### src/rtl/smw_pkg.sv
// smw_pkg: constants shared by the signal module watchdog and alarm logic.
// assumes a single 125 MHz clock and a plain strobe-based host port.
package smw_pkg;

  // ----------------------------------------------------------------
  // timing
  // ----------------------------------------------------------------
  localparam int unsigned CLK_FREQ_KHZ  = 125000;
  localparam int unsigned WD_TIMEOUT_MS = 3500;
  // longest time, rounds down; exact at 125 MHz
  localparam int unsigned WD_TIMEOUT_CYCLES = WD_TIMEOUT_MS * CLK_FREQ_KHZ;
  localparam int unsigned WD_CNT_W          = 29;

  // ----------------------------------------------------------------
  // decoded window
  // ----------------------------------------------------------------
  localparam int unsigned ADDR_W       = 20;
  localparam int unsigned DATA_W       = 8;
  localparam int unsigned SW_W         = 8;
  localparam int unsigned IO_SW_LSB    = 4;
  localparam int unsigned MEM_SW_LSB   = 10;
  localparam int unsigned WIN_OFS_W    = 4;
  localparam logic [11:0] MOD1_IO_BASE = 12'h120;

  // offsets inside the 16-byte window
  localparam logic [3:0] OFS_RETRIGGER = 4'h0;
  localparam logic [3:0] OFS_ALARM_ACK = 4'h1;
  localparam logic [3:0] OFS_START     = 4'h2;
  localparam logic [3:0] OFS_EVENT     = 4'h3;
  localparam logic [3:0] OFS_STATUS    = 4'h4;
  localparam logic [3:0] OFS_CONFIG    = 4'h5;

  // status word bit positions
  localparam int unsigned ST_WD_TRIP   = 0;
  localparam int unsigned ST_ALARM     = 1;
  localparam int unsigned ST_BUSY      = 2;
  localparam int unsigned ST_PRESENT   = 3;
  localparam int unsigned ST_START     = 4;

  // config word bit positions (same order as the synchronised option bits)
  localparam int unsigned CF_WD_INV    = 0;
  localparam int unsigned CF_ACK_EXT   = 1;
  localparam int unsigned CF_ALARM_EN  = 2;
  localparam int unsigned CF_WD_EN     = 3;
  localparam int unsigned CF_ALM_BREAK = 4;
  localparam int unsigned CF_PRINTER_PRESENCE_SENSE_SUP  = 5;
  localparam int unsigned CF_MEM_SPACE = 6;
  localparam int unsigned CF_W         = 7;

  // ----------------------------------------------------------------
  // reset values
  // ----------------------------------------------------------------
  localparam logic [7:0] RST_RDATA = 8'h00;
  localparam logic       RST_BIT   = 1'b0;

  // watchdog states, gray along run -> trip
  typedef enum logic [1:0] {
    SMW_WD_RUN  = 2'b00,
    SMW_WD_TRIP = 2'b01
  } smw_wd_state_e;

endpackage : smw_pkg

### src/rtl/smw_sync.sv
// smw_sync: two-flop synchroniser for a bundle of slow pin levels.
// assumes each bit is an independent level; no bus coherence is given.
module smw_sync #(
  parameter int unsigned WIDTH = 1
) (
  // clock and reset
  input  wire logic             clock_i,
  input  wire logic             rstn_i,
  // levels
  input  wire logic [WIDTH-1:0] async_i,
  output logic      [WIDTH-1:0] sync_o
);

  logic [WIDTH-1:0] meta;

  // first stage is read only by the second stage
  always_ff @(posedge clock_i) begin
    if (!rstn_i) begin
      meta   <= '0;
      sync_o <= '0;
    end else begin
      meta   <= async_i;
      sync_o <= meta;
    end
  end

endmodule // smw_sync

### src/rtl/smw_top.sv
// smw_top: signal module logic: watchdog, alarm latch, hard copy handshake and window decode.
// assumes a host that drives the strobe port on clock_i and static option pins.
//
// Overview of operation
// - the watchdog trips once 3.5 s pass with no retrigger, and each retrigger restarts the timeout.
// - an option inverts the watchdog output, with the normal polarity as default.
// - an option takes the alarm acknowledge from a host write (default) or from an external input.
// - separate options enable the alarm and the watchdog, both enabled by default.
// - an option makes the alarm output assert (default) or deassert on an alarm event.
// - printer presence comes from a cable loopback (default) or a supply level from the printer.
// - the host starts a hard copy through the start output and reads back the printer busy signal.
// - an option selects I/O-space decoding (default) or memory-space decoding.
// - the module answers a contiguous 16-byte window whose base comes from an eight-switch bank.
// - in I/O space the switches compare with address bits 4 to 11, switch 1 on the lowest.
// - in memory space the switches compare with address bits 10 to 17, switch 1 on the lowest.
// - the first signal module sits at I/O base 120H in the standard setup.
// - the general binary inputs and outputs stay inactive.
// - the alarm latches on the first event and ignores later ones until acknowledged.
module smw_top #(
  parameter int unsigned WD_TIMEOUT_CYCLES = smw_pkg::WD_TIMEOUT_CYCLES
) (
  // clock and reset
  input  wire logic                        clock_i,
  input  wire logic                        rstn_i,
  // host port
  input  wire logic [smw_pkg::ADDR_W-1:0]  addr_i,
  input  wire logic                        mem_space_i,
  input  wire logic [smw_pkg::DATA_W-1:0]  wdata_i,
  input  wire logic                        wr_i,
  input  wire logic                        rd_i,
  output logic      [smw_pkg::DATA_W-1:0]  rdata_o,
  // option jumpers and switches
  input  wire logic                        cfg_wd_invert_i,
  input  wire logic                        cfg_ack_external_i,
  input  wire logic                        cfg_alarm_enable_i,
  input  wire logic                        cfg_wd_enable_i,
  input  wire logic                        cfg_alarm_break_i,
  input  wire logic                        cfg_presence_supply_i,
  input  wire logic                        cfg_mem_space_i,
  input  wire logic [smw_pkg::SW_W-1:0]    base_address_switch_bank_i,
  // field pins
  input  wire logic                        ext_ack_i,
  input  wire logic                        printer_busy_i,
  input  wire logic                        printer_presence_sense_i,
  input  wire logic                        printer_supply_i,
  input  wire logic [2:0]                  bin_in_i,
  output logic                             wd_relay_o,
  output logic                             alarm_relay_o,
  output logic                             hardcopy_start_o,
  output logic [2:0]                       bin_out_o
);

  localparam int unsigned SYNC_W = smw_pkg::CF_W + smw_pkg::SW_W + 4;
  localparam logic [smw_pkg::WD_CNT_W-1:0] WD_LAST = smw_pkg::WD_CNT_W'(WD_TIMEOUT_CYCLES - 1);

  // ----------------------------------------------------------------
  // pin synchronisation
  // ----------------------------------------------------------------
  logic [SYNC_W-1:0]           sync_q;
  logic [smw_pkg::CF_W-1:0]    cfg;
  logic [smw_pkg::SW_W-1:0]    sw;
  logic                        ack_ext_s;
  logic                        busy_s;
  logic                        printer_presence_sense_loop_s;
  logic                        printer_presence_sense_sup_s;

  // options are static straps, but still cross two flops like any pin
  smw_sync #(
    .WIDTH (SYNC_W)
  ) u_sync (
    .clock_i (clock_i),
    .rstn_i  (rstn_i),
    .async_i ({printer_supply_i, printer_presence_sense_i, printer_busy_i, ext_ack_i,
               base_address_switch_bank_i, cfg_mem_space_i, cfg_presence_supply_i,
               cfg_alarm_break_i, cfg_wd_enable_i, cfg_alarm_enable_i,
               cfg_ack_external_i, cfg_wd_invert_i}),
    .sync_o  (sync_q)
  );

  assign cfg         = sync_q[smw_pkg::CF_W-1:0];
  assign sw          = sync_q[smw_pkg::CF_W +: smw_pkg::SW_W];
  assign ack_ext_s   = sync_q[SYNC_W-4];
  assign busy_s      = sync_q[SYNC_W-3];
  assign printer_presence_sense_loop_s = sync_q[SYNC_W-2];
  assign printer_presence_sense_sup_s  = sync_q[SYNC_W-1];

  // ----------------------------------------------------------------
  // window decode
  // ----------------------------------------------------------------
  function automatic logic win_hit(input logic [smw_pkg::ADDR_W-1:0] a,
                                   input logic                       mem,
                                   input logic [smw_pkg::CF_W-1:0]   c,
                                   input logic [smw_pkg::SW_W-1:0]   s);
    logic io_ok;
    logic mem_ok;
    io_ok  = (a[smw_pkg::IO_SW_LSB +: smw_pkg::SW_W] == s);
    mem_ok = (a[smw_pkg::MEM_SW_LSB +: smw_pkg::SW_W] == s)
           && (a[smw_pkg::MEM_SW_LSB-1:smw_pkg::IO_SW_LSB] == '0);
    // switch 0x12 puts module 1 at 120H
    if (c[smw_pkg::CF_MEM_SPACE]) begin
      win_hit = mem && mem_ok;
    end else begin
      win_hit = !mem && io_ok;
    end
  endfunction

  logic                          wr_hit;
  logic                          rd_hit;
  logic [smw_pkg::WIN_OFS_W-1:0] ofs;

  assign wr_hit = wr_i && win_hit(addr_i, mem_space_i, cfg, sw);
  assign rd_hit = rd_i && win_hit(addr_i, mem_space_i, cfg, sw);
  assign ofs    = addr_i[smw_pkg::WIN_OFS_W-1:0];

  logic retrig_wr;
  logic ack_wr;
  logic start_wr;
  logic event_wr;

  assign retrig_wr = wr_hit && (ofs == smw_pkg::OFS_RETRIGGER);
  assign ack_wr    = wr_hit && (ofs == smw_pkg::OFS_ALARM_ACK);
  assign start_wr  = wr_hit && (ofs == smw_pkg::OFS_START);
  assign event_wr  = wr_hit && (ofs == smw_pkg::OFS_EVENT);

  // ----------------------------------------------------------------
  // watchdog
  // ----------------------------------------------------------------
  smw_pkg::smw_wd_state_e        wd_state;
  smw_pkg::smw_wd_state_e        next_wd_state;
  logic [smw_pkg::WD_CNT_W-1:0]  wd_cnt;
  logic [smw_pkg::WD_CNT_W-1:0]  next_wd_cnt;
  logic                          wd_tripped;

  assign wd_tripped = (wd_state == smw_pkg::SMW_WD_TRIP);

  // timing starts once the synchronised enable is seen, two cycles after reset release, as if that were the first retrigger
  always_comb begin
    next_wd_state = wd_state;
    next_wd_cnt   = wd_cnt;
    if (!cfg[smw_pkg::CF_WD_EN]) begin
      next_wd_state = smw_pkg::SMW_WD_RUN;
      next_wd_cnt   = '0;
    end else if (retrig_wr) begin
      next_wd_state = smw_pkg::SMW_WD_RUN;
      next_wd_cnt   = '0;
    end else begin
      unique case (wd_state)
        smw_pkg::SMW_WD_RUN: begin
          if (wd_cnt == WD_LAST) begin
            next_wd_state = smw_pkg::SMW_WD_TRIP;
          end else begin
            next_wd_cnt = wd_cnt + 1'b1;
          end
        end
        smw_pkg::SMW_WD_TRIP: begin
          next_wd_state = smw_pkg::SMW_WD_TRIP;
        end
        default: begin
          next_wd_state = smw_pkg::SMW_WD_TRIP;
        end
      endcase
    end
  end

  always_ff @(posedge clock_i) begin
    if (!rstn_i) begin
      wd_state <= smw_pkg::SMW_WD_RUN;
      wd_cnt   <= '0;
    end else begin
      wd_state <= next_wd_state;
      wd_cnt   <= next_wd_cnt;
    end
  end

  // ----------------------------------------------------------------
  // alarm latch
  // ----------------------------------------------------------------
  logic alarm_latched;
  logic next_alarm_latched;
  logic ack_ext_d;
  logic ack_ext_edge;
  logic ack_now;

  assign ack_ext_edge = ack_ext_s && !ack_ext_d;
  assign ack_now      = cfg[smw_pkg::CF_ACK_EXT] ? ack_ext_edge : ack_wr;

  // an event in the acknowledge cycle wins so it is never lost
  always_comb begin
    next_alarm_latched = alarm_latched;
    if (!cfg[smw_pkg::CF_ALARM_EN]) begin
      next_alarm_latched = 1'b0;
    end else if (event_wr) begin
      next_alarm_latched = 1'b1;
    end else if (ack_now) begin
      next_alarm_latched = 1'b0;
    end
  end

  always_ff @(posedge clock_i) begin
    if (!rstn_i) begin
      alarm_latched <= smw_pkg::RST_BIT;
      ack_ext_d     <= smw_pkg::RST_BIT;
    end else begin
      alarm_latched <= next_alarm_latched;
      ack_ext_d     <= ack_ext_s;
    end
  end

  // ----------------------------------------------------------------
  // outputs and read data
  // ----------------------------------------------------------------
  logic                         next_wd_relay;
  logic                         next_alarm_relay;
  logic                         next_start;
  logic [smw_pkg::DATA_W-1:0]   next_rdata;
  logic                         present;

  assign present = cfg[smw_pkg::CF_PRINTER_PRESENCE_SENSE_SUP] ? printer_presence_sense_sup_s : printer_presence_sense_loop_s;

  always_comb begin
    next_wd_relay    = wd_tripped ^ cfg[smw_pkg::CF_WD_INV];
    next_alarm_relay = alarm_latched ^ cfg[smw_pkg::CF_ALM_BREAK];
    next_start       = start_wr ? wdata_i[0] : hardcopy_start_o;
    next_rdata       = '0;
    if (rd_hit) begin
      unique case (ofs)
        smw_pkg::OFS_STATUS: begin
          next_rdata[smw_pkg::ST_WD_TRIP] = wd_tripped;
          next_rdata[smw_pkg::ST_ALARM]   = alarm_latched;
          next_rdata[smw_pkg::ST_BUSY]    = busy_s;
          next_rdata[smw_pkg::ST_PRESENT] = present;
          next_rdata[smw_pkg::ST_START]   = hardcopy_start_o;
        end
        smw_pkg::OFS_CONFIG: begin
          next_rdata[smw_pkg::CF_W-1:0] = cfg;
        end
        default: begin
          next_rdata = '0;
        end
      endcase
    end
  end

  // binary inputs are sampled nowhere; outputs held off
  always_ff @(posedge clock_i) begin
    if (!rstn_i) begin
      wd_relay_o       <= smw_pkg::RST_BIT;
      alarm_relay_o    <= smw_pkg::RST_BIT;
      hardcopy_start_o <= smw_pkg::RST_BIT;
      rdata_o          <= smw_pkg::RST_RDATA;
      bin_out_o        <= '0;
    end else begin
      wd_relay_o       <= next_wd_relay;
      alarm_relay_o    <= next_alarm_relay;
      hardcopy_start_o <= next_start;
      rdata_o          <= next_rdata;
      bin_out_o        <= '0;
    end
  end
endmodule // smw_top

### config.mk
export PLATFORM = sky130hd
export DESIGN_NAME = smw_top
export DESIGN_NICKNAME = d
export VERILOG_FILES = /design/src/rtl/smw_pkg.sv /design/src/rtl/smw_sync.sv /design/src/rtl/smw_top.sv
export SDC_FILE = /design/constraint.sdc
export NUM_CORES = 1
export LEC_CHECK = 0
export ABC_AREA = 1
export BUFFER_PORTS_ARGS = -buffer_cell sky130_fd_sc_hd__buf_2
export CORE_MARGIN = 2
export CORE_UTILIZATION = 50
export DETAILED_ROUTE_END_ITERATION = 10
export GPL_ROUTABILITY_DRIVEN = 0
export PLACE_DENSITY_LB_ADDON = 0.05
export SKIP_LAST_GASP = 1
export SYNTH_ARGS = -nofsm -noshare
export SYNTH_HDL_FRONTEND = slang
export SYNTH_SLANG_ARGS = --single-unit
### constraint.sdc
create_clock -name clock_i -period 2.29 [get_ports clock_i]
set_input_delay 0.229 -clock clock_i [delete_from_list [all_inputs] [get_ports clock_i]]
set_output_delay 0.229 -clock clock_i [all_outputs]
set_load 0.02 [all_outputs]
# Yosys cells after proc, flatten, opt, wreduce, memory -nomap -nowiden
# Cells that the tools add are included.
# op_classes
add_sub_neg,1
eq_ne,9
mux,8
bitwise,5
n_reduce_logical,21
# op_table
operator,n
"adder 29 x 1 -> 29 bit, second input constant",1
"== test 29 bit, second input constant",1
== test 8 bit,2
logical AND 1 bit,10
one-hot mux 5 bit (2 select lines),1
"== test 4 x 2 -> 1 bit, second input constant",2
"== test 4 x 3 -> 1 bit, second input constant",2
two-way mux 1 bit,7
zero test 6 bit,1
AND reduction 2 bit,3
"== test 4 x 1 -> 1 bit, second input constant",1
zero test 4 bit,1
NOT 1 bit,3
AND reduction 3 bit,1
OR reduction 3 bit,1
zero test 1 bit,2
zero test 2 bit,1
"inequality test 2 bit, second input constant",1
nonzero test 2 bit,1
XOR 1 bit,2
# totals
ff_bits,81
in_bits,55
out_inout_bits,14
word_cells,56

# Longest topological paths before layout
# depth
depth_word,9
ltp_mapped,12

# Hierarchy
# From an unflattened synthesis, not the netlist that was laid out.
# unflattened
hier_cells,638
area_unflattened_um2,4046.4
# modules_own_cells
module,instances,cells_each,area_each_um2,seq_area_each_um2
smw_top,1,520,2965.3,840.8
smw_sync,1,118,1081.0,760.7

# Worst setup path before layout
# Ideal clock, no wire load.
# synth_timing
path_type,reg-to-reg
from,register wd_cnt[0] in the netlist's numbering
to,register wd_cnt[18] in the netlist's numbering
arrival_ps,1491
t_required_ps,2173
setup_slack_ps,681
stages_incl_launch_ff,10
period_less_slack_ps,1609
cell_sequence,dfxtp_1 ha_1 nand2_1 nor2_1 nand3_2 nor2_1 nor2_2 buf_2 a21boi_0 nor2_1
# synth_via
elab_chain_len,3
elab_cells_between_ends,4
classes_between,add/sub (1); eq/ne (1); bitwise (1); reduce/logical (1)
# synth_lines
element,line,rtl
"start, declared",smw_top.sv:130,logic [smw_pkg::WD_CNT_W-1:0] wd_cnt;
"start signal, assigned",smw_top.sv:171,wd_cnt <= next_wd_cnt;
branches (longest 3 deep; another with adder 29 x 1 -> 29 bit),--,
# Several ways; the timed one is not identified.
# A chain may end at the register's enable or synchronous reset.

# Worst setup path in the final report
# layout_timing
from,register wd_cnt[0] in the netlist's numbering
to,register wd_cnt[0] in the netlist's numbering
# Same word-level chain as after synthesis.

==> run_results.csv <==
group,metric,value,unit
logic_synthesis,synth.area.top_cells,"dfxtp_1, nand2_1, inv_1",
placed_design,place_ws,0.0568,ns
run,drv_cap,0,
clock_network,h-tree-depth,3,
sta,finalHoldViolations,0,
run_status,run_status,"finished, final reports clean",
clock_network,cts_buffers,9,
grt,grt_pass1_vias,3331,
setup_path,arrival,2.21,ns
cells_and_area,syn_to_final_growth,17.6,%
setup_path,cp-end-kind,"flop",
floorplan,dieHeight,94.2,microns
sta,fin_setup_tns,0,ns
detailed_routing,first_pass_iters,5,
clock_network,numClockSinks,80,
detailed_routing,via_per_inst,4.53,
logic_synthesis,synth.largest_area_cell,"dfxtp_1",
clock_network,clk_latency,0.36,ns
setup_path,cp_slowest_cell,"nor2_4",
grt,grt_first_pass_wirelength,14500,microns
logic_synthesis,syn_inst,643,
floorplan,fp-row-count,32,
cells_and_area,drive_gt1_share,16.0,%
logic_synthesis,netlist_area,4070,sq um
grt,gr-total-overflow,0,
detailed_routing,ant_nets,0,
sta,period_share,83.5,%
logic_synthesis,yosysMostFrequentCell,"nand2_1",
grt,grt_max_degree,34,
floorplan,dieArea,8880,sq um
logic_synthesis,ys_types,32,
setup_path,path_buf_inv,2,
setup_path,crit_type,"flop to flop",
clock_network,cts-resized-gates,0,
floorplan,coreArea,7810,sq um
setup_path,ff2ff_setup_slack,0.38,ns
setup_path,required,2.59,ns
detailed_routing,wire_per_inst,10.2,microns
min_path,hp-class,"primary input to flop",
clock_network,cts_max_path_buffers,2,
cells_and_area,final_nets,776,
logic_synthesis,synth_common_cells,"nand2_1, inv_1, dfxtp_1, nor2_1, nand3_1",
sta,tightest_slew,0.799,ns
setup_path,slowest_delay,0.55,ns
logic_synthesis,synth-seq-cells,80,
sta,clock_skew,0.00825,ns
clock_network,cts_tree,"built",
sta,slew_viol_final,0,
power,p_leak,2.45,nW
setup_path,startpoint_type,"flop",
logic_synthesis,syn_area_per_cell,6.33,sq um
cells_and_area,antenna_cells,0,
detailed_routing,wirelength,8470,microns
logic_synthesis,ys_dominant_reg_cell,"dfxtp_1",
floorplan,pin_count,69,
cells_and_area,seq_area,1600,sq um
sta,finalWorstSetupSlack,0.379,ns
placed_design,port_buffers,52,
power,peakVddDrop,359,uV
setup_path,path_cells,"ha_1, nand2_1, nor2_1, nand3_2, nor2_1, nor2_4, buf_4, nand2_1, nand2_1, inv_1, nor2_1",
floorplan,start_util,52.1,%
clock_network,clkTransAtPathRegs,0.09,ns
sta,grt_setup_unrepaired,"false",
sta,whs,0.0456,ns
cells_and_area,multi_input_area,1880,sq um
clock_network,cts_hold_buf,0,
sta,maxSlewHeadroom,46.2,%
sta,final-setup-viol-count,0,
clock_network,post_cts_buffers,0,
logic_synthesis,ys.warnings.count,0,
grt,antenna_found_initial,0,
clock_network,root_buffer,"clkbuf_8",
cells_and_area,fillCellCount,781,
grt,grt_usage,20.7,%
logic_synthesis,async_flop_share,0,%
logic_synthesis,synth_top_cell_area_share,39.3,%
detailed_routing,initialDrtViolationCount,158,
setup_path,crit_family,"simple AND/OR/NAND/NOR gates",
floorplan,die_x,94.2,microns
placed_design,dpl.hpwl,6370,microns
sta,max_freq,523,MHz
logic_synthesis,synth_edf_count,0,
detailed_routing,drc,0,
logic_synthesis,yosysSeqAreaShare,39.3,%
sta,fin_crit,1.91,ns
setup_path,path_max_fanout,30,
power,power_density,560,nW/um^2
detailed_routing,vias,3746,
==> metal layers <==
layer / global-route usage [%] / up-vias / part of all wire (%)
li1: - / 2036 / -
met2: 32.2 / 80 / 44
met5: 0 / - / 0
met3: 3.69 / 9 / 5.6
met1: 28.8 / 1621 / 49
met4: 7.61 / 0 / 1.3
==> per-stage QoR <==
stage | util, % | instances | total power [mW] | instance area, sq um
2_1_floorplan | - | 646 | 1.56 | 4080
3_3_place_gp | 58.5 | 811 | 1.61 | 4570
3_5_place_dp | 58.5 | 811 | 1.61 | 4570
4_1_cts | 61.2 | 827 | 2.72 | 4780
5_1_grt | 61.3 | 827 | 2.80 | 4780
6_report | 61.3 | 827 | 2.68 | 4780
==> final timing paths <==
kind	depth (start not counted)	endpoint	from
setup / recovery	11	wd_cnt[0]$_SDFFE_PP0P_	wd_cnt[0]$_SDFFE_PP0P_
setup reg to reg	11	wd_cnt[0]$_SDFFE_PP0P_	wd_cnt[0]$_SDFFE_PP0P_
hold reg to reg	2	u_sync.sync_o[1]$_SDFF_PN0_	u_sync.meta[1]$_SDFF_PN0_
hold / removal	3	u_sync.meta[18]$_SDFF_PN0_	printer_supply_i
==> tightest hold or removal path, stage by stage <==
cell	delay [ns]
buf_2	0.07
nand2_1	0.04
inv_1	0.04
==> power breakdown <==
group / switching (mW) / internal [mW] / total (mW)
clock: 0.576 / 0.526 / 1.10
sequential: 0.0125 / 1.42 / 1.44
combinational: 0.0833 / 0.0596 / 0.143
==> layout make-up <==
cell class	count	area share, %
multi-input cells	419	39.3
flip-flops and latches	80	33.5
inverters	129	10.1
repair buffers	81	9.99
well taps	102	2.67
clock buffers	9	2.59
clock inverters	7	1.86
==> state kept, by name (all words and copies together), names as in the netlist <==
signal / cells
hardcopy_start_o: 1
ack_ext_d: 1
wd_cnt: 29
wd_state: 1
wd_relay_o: 1
u_sync.sync_o: 19
rdata_o: 7
alarm_latched: 1
alarm_relay_o: 1
u_sync.meta: 19
==> kinds of logic (layout without fill, tap and decap cells) <==
kind of cell               Yosys count  count (layout)  share of synthesized area (%)
AOI/OAI and AO/OA                   16              16                           2.52
xor gates and xnor gates            19              19                           4.09
adders and majority gates            1               1                          0.307
buffers and inverters              147             226                           14.8
DFF                                 80              80                           39.3
other                                1               4                         0.0921
and+or+nand+nor                    379             379                           38.8
==> cell usage in the layout, fill, tap and decap left out, types with 4 or more instances in the layout <==
| cell | netlist | layout |
|---|---|---|
| nor3_1 | 19 | 19 |
| nor2_2 | 9 | 8 |
| nand2_1 | 235 | 235 |
| nand4_1 | 8 | 8 |
| dfxtp_1 | 80 | 80 |
| inv_1 | 129 | 129 |
| o21ai_0 | 8 | 8 |
| buf_2 | 4 | 52 |
| xor2_1 | 18 | 18 |
| buf_4 | 6 | 29 |
| nor2_1 | 70 | 70 |
| nand3_1 | 26 | 26 |
| clkbuf_8 | 1 | 9 |
| conb_1 | 1 | 4 |
(Power assumes the default switching activity.)
